$ cat src/logic/eimp_defs.vh
// Register offsets, field layouts, reset values and timing counts
`ifndef EIMP_DEFS_VH
`define EIMP_DEFS_VH
// Byte offsets of the register words
`define EIMP_OFF_INT_CONTROL 8'h00
`define EIMP_OFF_RX_THR_EN 8'h04
`define EIMP_OFF_RX_EN 8'h08
`define EIMP_OFF_TX_EN 8'h0C
`define EIMP_OFF_MISC_EN 8'h10
`define EIMP_OFF_RX_THR_STAT 8'h14
`define EIMP_OFF_RX_STAT 8'h18
`define EIMP_OFF_TX_STAT 8'h1C
`define EIMP_OFF_MISC_STAT 8'h20
`define EIMP_OFF_RX_LIMIT 8'h24
`define EIMP_OFF_TX_LIMIT 8'h28
`define EIMP_OFF_EVT_STAT 8'h2C
`define EIMP_OFF_EVT_EN 8'h30
`define EIMP_OFF_EVT_CLR 8'h34
// Field positions in the interrupt control word
`define EIMP_PACE_RX_BIT 16
`define EIMP_PACE_TX_BIT 17
`define EIMP_PRESCALE_W 12
// Reset values
`define EIMP_RST_ZERO 32'h0000_0000
`define EIMP_RST_LIMIT 6'h00
// Pacing time base: prescaler ticks of 4 us per 1 ms window
`define EIMP_TICK_US 4
`define EIMP_WINDOW_US 1000
`define EIMP_TICKS_PER_MS (`EIMP_WINDOW_US / `EIMP_TICK_US)
// Last tick count of the 250-tick window
`define EIMP_TICK_LAST 8'hF9
// Prescaler counts clk/6 periods, so one prescaler step is six clocks per unit of the prescaler value
`define EIMP_CLK_DIV 15'h0006
// Unmapped reads return this word
`define EIMP_UNMAPPED 32'h0000_0000
`endif

$ cat src/logic/eimp_pacer.v
// Pacing limiter for one interrupt pulse output
`timescale 1ns/1ps
`include "eimp_defs.vh"
module eimp_pacer (
	input wire mclk,
	input wire arst_n,
	input wire enable,
	input wire [5:0] limit,
	input wire ms_tick,
	input wire req,
	output reg pulse_q
);
	reg [5:0] count_q;
	reg was_q;
	// ************************************************************
	// Count pulses issued in the current millisecond window
	// ************************************************************
	// A rising edge of the request counts as one issued interrupt.
	// When the budget is spent the output waits for the next window.
	always @(posedge mclk or negedge arst_n) begin
		if (!arst_n) begin
			count_q <= 6'h00;
			was_q <= 1'b0;
			pulse_q <= 1'b0;
		end else begin
			if (!enable) begin
				pulse_q <= req; // Bypass
				count_q <= 6'h00;
				was_q <= req;
			end else begin
				if (req && !was_q && count_q < limit) begin
					pulse_q <= 1'b1;
					was_q <= 1'b1;
					count_q <= ms_tick ? 6'h01 : count_q + 6'h01;
				end else begin
					if (!req) begin
						pulse_q <= 1'b0;
						was_q <= 1'b0;
					end
					if (ms_tick) begin
						count_q <= 6'h00;
					end
				end
			end
		end
	end
endmodule

$ cat src/logic/eimp_top.v
// Interrupt mask, masked status and pacing for an Ethernet MAC subsystem
// Function
// - four-bit misc mask: stats, host error, link change, user access.
// - misc source raises misc pulse only when its mask bit set; resets zero.
// - eight-bit threshold status shows enabled and asserting sources.
// - eight-bit receive status shows enabled asserting channels; resets zero.
// - eight-bit transmit status shows enabled asserting channels.
// - four-bit misc status shows enabled asserting sources; resets zero.
// - six-bit receive limit caps receive pulses per millisecond when paced.
// - reserved bits read zero and ignore writes.
// - pacing enable bits select pacing or bypass per pulse.
// - eight-bit receive mask selects sources for receive pulse.
`timescale 1ns/1ps
`include "eimp_defs.vh"
module eimp_top (
	input wire mclk,
	input wire arst_n,
	input wire [7:0] avs_address,
	input wire avs_read,
	input wire avs_write,
	input wire [31:0] avs_writedata,
	output reg [31:0] avs_readdata,
	output reg avs_waitrequest,
	input wire [7:0] rx_threshold_src,
	input wire [7:0] rx_src,
	input wire [7:0] tx_src,
	input wire statistics_pending,
	input wire host_error_pending,
	input wire management_link_change_event,
	input wire management_user_access_event,
	output wire receive_threshold_interrupt_pulse,
	output wire rx_pulse,
	output wire tx_pulse,
	output reg misc_pulse_q,
	output reg irq_q
);
	// ************************************************************
	// Registers
	// ************************************************************
	// Software-written configuration
	reg [1:0] pacing_enable_bits_q;
	reg [11:0] pacing_prescaler_q;
	reg [7:0] rx_thr_en_q;
	reg [7:0] rx_en_q;
	reg [7:0] tx_en_q;
	reg [3:0] misc_en_q;
	reg [5:0] rx_pacing_limit_q;
	reg [5:0] tx_pacing_limit_q;
	reg [3:0] evt_en_q;
	// Sticky event flags and their edge history
	reg [3:0] evt_stat_q;
	reg [3:0] evt_prev_q;
	// Masked status, one clock behind the raw sources
	reg [7:0] rx_thr_stat_q;
	reg [7:0] rx_stat_q;
	reg [7:0] tx_stat_q;
	reg [3:0] misc_stat_q;
	reg thr_pulse_q;
	// Bus handshake state
	reg done_q;
	// Pacing time base
	reg [14:0] pre_cnt_q;
	reg [7:0] tick_cnt_q;
	reg ms_tick_q;
	// Combinational helpers
	wire [3:0] misc_src;
	wire [7:0] thr_masked;
	wire [7:0] rx_masked;
	wire [7:0] tx_masked;
	wire [3:0] misc_masked;
	wire bus_req;
	wire first_cyc;
	wire [14:0] pre_wide;
	wire [14:0] pre_last;
	wire rx_req;
	wire tx_req;
	wire [3:0] evt_now;
	wire [3:0] evt_rise;
	wire clr_hit;
	wire wr_hit;
	wire [31:0] ctrl_word;
	wire [31:0] rd_word;

	// Decode of a register offset against the bus address
	function hit;
		input [7:0] addr;
		input [7:0] off;
		begin
			hit = (addr == off);
		end
	endfunction

	// Bit 3 statistics, bit 2 host error, bit 1 link, bit 0 user access
	assign misc_src = {statistics_pending, host_error_pending,
		management_link_change_event, management_user_access_event};

	// Each source passes only while its enable bit is set
	assign thr_masked = rx_threshold_src & rx_thr_en_q;
	assign rx_masked = rx_src & rx_en_q;
	assign tx_masked = tx_src & tx_en_q;
	assign misc_masked = misc_src & misc_en_q;

	// ************************************************************
	// Avalon slave: one wait cycle, then the answer
	// ************************************************************
	// Waitrequest is high on the first request cycle and low on the
	// second, so every access completes two edges after it starts.
	assign bus_req = avs_read || avs_write;
	assign first_cyc = bus_req && !done_q;
	// A write lands only on the edge at which the master sees the answer
	assign wr_hit = avs_write && !avs_waitrequest;
	always @(posedge mclk or negedge arst_n) begin
		if (!arst_n) begin
			avs_waitrequest <= 1'b1;
			done_q <= 1'b0;
			avs_readdata <= `EIMP_RST_ZERO;
		end else begin
			done_q <= first_cyc;
			// Back to back requests still see one wait cycle each
			avs_waitrequest <= !first_cyc;
			if (avs_read && first_cyc) begin
				avs_readdata <= rd_word;
			end
		end
	end

	// Control word; pacing bits 21:18 are not stored and read zero
	assign ctrl_word = {10'h0, 4'h0, pacing_enable_bits_q, 4'h0,
		pacing_prescaler_q};

	// Read multiplexer; unused bits stay zero
	assign rd_word =
		hit(avs_address, `EIMP_OFF_INT_CONTROL) ? ctrl_word :
		hit(avs_address, `EIMP_OFF_RX_THR_EN) ? {24'h000000, rx_thr_en_q} :
		hit(avs_address, `EIMP_OFF_RX_EN) ? {24'h000000, rx_en_q} :
		hit(avs_address, `EIMP_OFF_TX_EN) ? {24'h000000, tx_en_q} :
		hit(avs_address, `EIMP_OFF_MISC_EN) ? {28'h0000000, misc_en_q} :
		hit(avs_address, `EIMP_OFF_RX_THR_STAT) ?
			{24'h000000, rx_thr_stat_q} :
		hit(avs_address, `EIMP_OFF_RX_STAT) ? {24'h000000, rx_stat_q} :
		hit(avs_address, `EIMP_OFF_TX_STAT) ? {24'h000000, tx_stat_q} :
		hit(avs_address, `EIMP_OFF_MISC_STAT) ?
			{28'h0000000, misc_stat_q} :
		hit(avs_address, `EIMP_OFF_RX_LIMIT) ?
			{26'h0, rx_pacing_limit_q} :
		hit(avs_address, `EIMP_OFF_TX_LIMIT) ?
			{26'h0, tx_pacing_limit_q} :
		hit(avs_address, `EIMP_OFF_EVT_STAT) ? {28'h0000000, evt_stat_q} :
		hit(avs_address, `EIMP_OFF_EVT_EN) ? {28'h0000000, evt_en_q} :
		`EIMP_UNMAPPED;

	// ************************************************************
	// Writable configuration
	// ************************************************************
	// Only the defined field bits are stored, so reserved writes vanish.
	always @(posedge mclk or negedge arst_n) begin
		if (!arst_n) begin
			pacing_enable_bits_q <= 2'h0;
			pacing_prescaler_q <= 12'h000;
			rx_thr_en_q <= 8'h00;
			rx_en_q <= 8'h00;
			tx_en_q <= 8'h00;
			misc_en_q <= 4'h0;
			rx_pacing_limit_q <= `EIMP_RST_LIMIT;
			tx_pacing_limit_q <= `EIMP_RST_LIMIT;
			evt_en_q <= 4'h0;
		end else if (wr_hit) begin
			if (hit(avs_address, `EIMP_OFF_INT_CONTROL)) begin
				pacing_enable_bits_q <= avs_writedata[17:16];
				pacing_prescaler_q <= avs_writedata[11:0];
			end
			if (hit(avs_address, `EIMP_OFF_RX_THR_EN)) begin
				rx_thr_en_q <= avs_writedata[7:0];
			end
			if (hit(avs_address, `EIMP_OFF_RX_EN)) begin
				rx_en_q <= avs_writedata[7:0];
			end
			if (hit(avs_address, `EIMP_OFF_TX_EN)) begin
				tx_en_q <= avs_writedata[7:0];
			end
			if (hit(avs_address, `EIMP_OFF_MISC_EN)) begin
				misc_en_q <= avs_writedata[3:0];
			end
			if (hit(avs_address, `EIMP_OFF_RX_LIMIT)) begin
				rx_pacing_limit_q <= avs_writedata[5:0];
			end
			if (hit(avs_address, `EIMP_OFF_TX_LIMIT)) begin
				tx_pacing_limit_q <= avs_writedata[5:0];
			end
			if (hit(avs_address, `EIMP_OFF_EVT_EN)) begin
				evt_en_q <= avs_writedata[3:0];
			end
		end
	end

	// ************************************************************
	// Masked status and level pulses
	// ************************************************************
	// Status follows source AND mask one clock later; no latching.
	always @(posedge mclk or negedge arst_n) begin
		if (!arst_n) begin
			rx_thr_stat_q <= 8'h00;
			rx_stat_q <= 8'h00;
			tx_stat_q <= 8'h00;
			misc_stat_q <= 4'h0;
			thr_pulse_q <= 1'b0;
			misc_pulse_q <= 1'b0;
		end else begin
			rx_thr_stat_q <= thr_masked;
			rx_stat_q <= rx_masked;
			tx_stat_q <= tx_masked;
			misc_stat_q <= misc_masked;
			thr_pulse_q <= |thr_masked;
			misc_pulse_q <= |misc_masked;
		end
	end
	assign receive_threshold_interrupt_pulse = thr_pulse_q;

	// ************************************************************
	// Pacing time base
	// ************************************************************
	// Last count of one prescaler step; fifteen bits hold the product
	// of the largest prescaler value without wrapping
	assign pre_wide = {3'h0, pacing_prescaler_q};
	assign pre_last = pre_wide * `EIMP_CLK_DIV - 15'h0001;

	// Prescaler counts clk/6 periods up to the 4 us value; 250 such
	// ticks make one millisecond window. Zero prescaler stops the base.
	// A new prescaler value acts on the step in progress, so the window
	// running at that moment may come out short or long once.
	always @(posedge mclk or negedge arst_n) begin
		if (!arst_n) begin
			pre_cnt_q <= 15'h0000;
			tick_cnt_q <= 8'h00;
			ms_tick_q <= 1'b0;
		end else begin
			ms_tick_q <= 1'b0;
			if (pacing_prescaler_q == 12'h000) begin
				pre_cnt_q <= 15'h0000;
			end else if (pre_cnt_q >= pre_last) begin
				pre_cnt_q <= 15'h0000;
				if (tick_cnt_q == `EIMP_TICK_LAST) begin
					tick_cnt_q <= 8'h00;
					ms_tick_q <= 1'b1;
				end else begin
					tick_cnt_q <= tick_cnt_q + 8'h01;
				end
			end else begin
				pre_cnt_q <= pre_cnt_q + 15'h0001;
			end
		end
	end

	// Pacers see the registered status, so pulses lag one more clock
	assign rx_req = |rx_stat_q;
	assign tx_req = |tx_stat_q;

	// Receive and transmit pulses pass through pacers
	eimp_pacer u_rx_pace (
		.mclk(mclk),
		.arst_n(arst_n),
		.enable(pacing_enable_bits_q[0]),
		.limit(rx_pacing_limit_q),
		.ms_tick(ms_tick_q),
		.req(rx_req),
		.pulse_q(rx_pulse)
	);
	eimp_pacer u_tx_pace (
		.mclk(mclk),
		.arst_n(arst_n),
		.enable(pacing_enable_bits_q[1]),
		.limit(tx_pacing_limit_q),
		.ms_tick(ms_tick_q),
		.req(tx_req),
		.pulse_q(tx_pulse)
	);

	// ************************************************************
	// Sticky events and summary interrupt
	// ************************************************************
	// Events are rising edges of the four pulses; set beats clear.
	assign evt_now = {misc_pulse_q, tx_pulse, rx_pulse, thr_pulse_q};
	assign evt_rise = evt_now & ~evt_prev_q;
	assign clr_hit = wr_hit && hit(avs_address, `EIMP_OFF_EVT_CLR);
	always @(posedge mclk or negedge arst_n) begin
		if (!arst_n) begin
			evt_prev_q <= 4'h0;
			evt_stat_q <= 4'h0;
			irq_q <= 1'b0;
		end else begin
			evt_prev_q <= evt_now;
			// A rise in the clearing cycle is kept, so no event is lost
			if (clr_hit) begin
				evt_stat_q <= (evt_stat_q & ~avs_writedata[3:0]) |
					evt_rise;
			end else begin
				evt_stat_q <= evt_stat_q | evt_rise;
			end
			// Level output, one clock behind the sticky flags
			irq_q <= |(evt_stat_q & evt_en_q);
		end
	end
endmodule

$ cat config.mk
export PLATFORM = sky130hd
export DESIGN_NAME = eimp_top
export DESIGN_NICKNAME = d
export VERILOG_FILES = /design/src/logic/eimp_pacer.v /design/src/logic/eimp_top.v
export VERILOG_INCLUDE_DIRS = /design/src /design/src/logic
export SDC_FILE = /design/constraint.sdc
export NUM_CORES = 1
export LEC_CHECK = 0
export BUFFER_PORTS_ARGS = -buffer_cell sky130_fd_sc_hd__buf_2
export CAP_MARGIN = 30
export CORE_MARGIN = 2
export CORE_UTILIZATION = 40
export CTS_CLUSTER_DIAMETER = 40
export DETAILED_ROUTE_END_ITERATION = 10
export SLEW_MARGIN = 20
export SYNTH_ARGS = -nofsm -noshare
export SYNTH_HDL_FRONTEND = slang
export SYNTH_SLANG_ARGS = --single-unit
$ cat constraint.sdc
create_clock -name mclk -period 6 [get_ports mclk]
set_input_delay 0.9 -clock mclk [delete_from_list [all_inputs] [get_ports mclk]]
set_output_delay 0.9 -clock mclk [all_outputs]
set_load 0.05 [all_outputs]
==> impl_results.md <==
- Outcome: finished, final reports clean
- Lkg Pwr: 4.71 nW
- Gpl congestion: 0.848
- Most frequent cell after synthesis: dfrtp_1
- Number of global-route vias before repair: 6002
- Worst Slack Setup Final: 992 ps
- Synth-to-Final Area Change: 15.4%
- Max-cap violation count: 0
- Post-Syn Area: 8360 µm²
- Syn Inst Count: 788
- Rel. slew slack: 35.6%
- Min Tclk post-route: 5010 ps
- Rows: 52
- RSZ-0062 raised after global routing: no
- EDFF count, synth: 0
- Ant diodes: 0
- Net count, final: 987
- Worst-path clk slew: 60 ps
- Crit share post-route: 83.5%
- Detailed router's first-iteration violation count: 514
- H-tree Lvls: 4
- WP data arrival: 5320 ps
- Critical Path Start Type: register
- Core area: 20400 µm²
- # placed instances: 1115
- Setup tns final: 0 ps
- Total CTS buffers: 17
- Top cell type's share of synthesized area: 44.9%
- Starting density of the core: 41.1%
- Top FF cell, synth: dfrtp_1
- R2R depth: 20
- Grt ovf: 0
- Peak supply drop: 0.000192 V
- R2r startpoint: pacing_prescaler_q[0]
- Footprint of the multi-input gates: 4280 µm²
- Yosys warns: 0
- Die area: 22100 µm²
- # fillers: 1905
- Worst setup EP type: register
- Fraction of layout cells with a size suffix above 1: 18.9%
- Multiplexer share of the synthesized area: 8.89%
- Post-Route Skew: 6.79 ps
- Critical path required time: 6310 ps
- DR pass1 iterations: 6
- Post-synthesis compound-gate area fraction: 14.0%
- Register area: 3780 µm²
- DIE HEIGHT: 149 µm
- Slew Viols, Final: 0
- Final ANT Viol Nets: 0
- Clock root cell: clkbuf_16
- Synth cell count leaders: dfrtp_1 (150), nand2_1 (54), nor2_1 (52), ha_1 (48), inv_1 (40)
- Post-synthesis sequential area ratio: 45.2%
- Initial antenna violation count: 1
- Ys async rst share: 100%
- Worst-Margin Slew: 958 ps
- Largest net degree at the start of global routing: 101
- CTS tree: built
- Synth Register Bits: 151
- Post-CTS Hold Fix Bufs: 0
- Reg2reg end: tick_cnt_q[5]
- Mean Syn Cell Area: 10.6 µm²
- Detailed-route DRC error count: 0
- DP Area: 8950 µm²
- Fin area: 9650 µm²
- Drt via density: 5.35
- F_max: 200 MHz
- Clk_lat worst skew: 430 ps
- Clock sinks: 151
- Area leader, netlist: dfrtp_1
- Pre-CTS WS: 837 ps
- Dpl hpwl: 15.0 mm
- Via count: 6143
- Hold Path Class: in -> async
- Final cell count without fillers: 1149
- Crit path max fanout: 14
- Final setup violation count: 0
- Final Hold Fails: 0
- Simple logic cell fraction of the synthesized area: 15.5%
- Post-Synth XOR/XNOR Area: 4.37%
- Largest family of logic cells by synthesized area: simple AND/OR/NAND/NOR gates
- First-pass GRT wire length: 32.7 mm
- Post-synthesis adder-cell area fraction: 7.42%
- Wire per inst: 17.7 µm
- Pwr Total: 2.57 mW
- Yosys cell types: 78
- Power per cell area: 267 nW/µm²
- Reg2reg setup slack: 990 ps
- PostCTS Resize Cnt: 0
- CP Class: reg -> reg
- Ranking of synthesized cells by area: dfrtp_1 (45%), ha_1 (7.2%), mux2_2 (4.4%)
- Routed wire length: 20.3 mm
- Clk buf depth: 2
- GRT Total Usage: 19.2%
- Number of I/O pins: 110
- Buffers on Ports: 73
- Die Span X: 149 µm
- Setup bufs post-CTS: 0
-- power by group --
| group | internal (mW) | switching [mW] | leakage (nW) | total (mW) |
|---|---|---|---|---|
| Sequential | 1.05 | 0.0231 | 2.07 | 1.07 |
| Combinational | 0.103 | 0.199 | 2.31 | 0.302 |
| Clock | 0.749 | 0.455 | 0.323 | 1.20 |
| Total | 1.90 | 0.676 | 4.71 | 2.57 |
-- critical path, cell delays in order (launching register included) --
cell and delay [ps]:
dfrtp_1 520, ha_1 280, inv_1 70, fa_1 440, nor2b_1 230, o31a_1 170, a21oi_1 120, a2111oi_4 400
nor4b_4 360, nand2_1 110, o31ai_1 210, nor4bb_1 90, ha_1 300, and4_1 210, and3_1 170, o221ai_1 100
o21ai_1 160, o21ai_1 160, buf_4 220, or2_0 230, o41ai_1 330
-- layout make-up --
type / count / area share (%)
Timing Repair Buffer: 79 / 4.53
Multi-Input combinational cell: 576 / 44.3
Clock buffer: 17 / 4.41
Sequential cell: 151 / 39.2
Tap cell: 270 / 3.50
Clock inverter: 15 / 2.46
Inverter: 41 / 1.60
-- cells in the final DEF, fill, tap and decap left out, types with 25 or more instances in the layout --
| cell | synthesis | final |
|---|---|---|
| ha_1 | 48 | 48 |
| nand2_1 | 54 | 54 |
| nor2_1 | 52 | 52 |
| buf_2 | 0 | 72 |
| and2_1 | 35 | 35 |
| dfrtp_1 | 150 | 150 |
| inv_1 | 40 | 40 |
| mux2_1 | 25 | 25 |
| mux2_2 | 33 | 33 |
-- stage by stage --
step | utilization, % | hold WS [ps]
2_1_floorplan | - | 400
3_3_place_gp | 43.9 | 383
3_5_place_dp | 43.9 | 397
4_1_cts | 47.2 | 412
5_1_grt | 47.4 | 387
6_report | 47.4 | 362
-- how the worst max path moves through the flow --
stage                                      from             to  cells past startpoint
after CTS                 pacing_prescaler_q[0]  tick_cnt_q[5]                     19
final                     pacing_prescaler_q[0]  tick_cnt_q[5]                     20
after floorplan           pacing_prescaler_q[0]  tick_cnt_q[3]                     19
after global routing      pacing_prescaler_q[0]  tick_cnt_q[5]                     20
after global placement    pacing_prescaler_q[0]  tick_cnt_q[5]                     18
after detailed placement  pacing_prescaler_q[0]  tick_cnt_q[5]                     19
-- state kept, by name, indices dropped and copies added (netlist names), 6 cells and up --
signal              count
pre_cnt_q              15
avs_readdata           14
pacing_prescaler_q     12
rx_en_q                 8
rx_stat_q               8
rx_thr_en_q             8
rx_thr_stat_q           8
tick_cnt_q              8
tx_en_q                 8
tx_stat_q               8
rx_pacing_limit_q       6
tx_pacing_limit_q       6
u_rx_pace.count_q       6
u_tx_pace.count_q       6
-- metal layers --
metal	part of all wire [%]	GRT usage, %
met1	50	28.6
met2	43	28.7
met3	5.6	3.44
met4	1.4	5.38
met5	0	0
-- logic make-up (layout without fill, tap and decap cells) --
group	count (synthesis)	after routing
flip-flops	151	151
multiplexers	67	67
AO/OA/AOI/OAI	156	156
AND/OR/NAND/NOR	246	246
XOR/XNOR	40	40
other	1	18
adder cells (fa/ha/maj)	49	49
buffers and inverters	78	152
No activity file was read; power rests on OpenSTA's default activity.
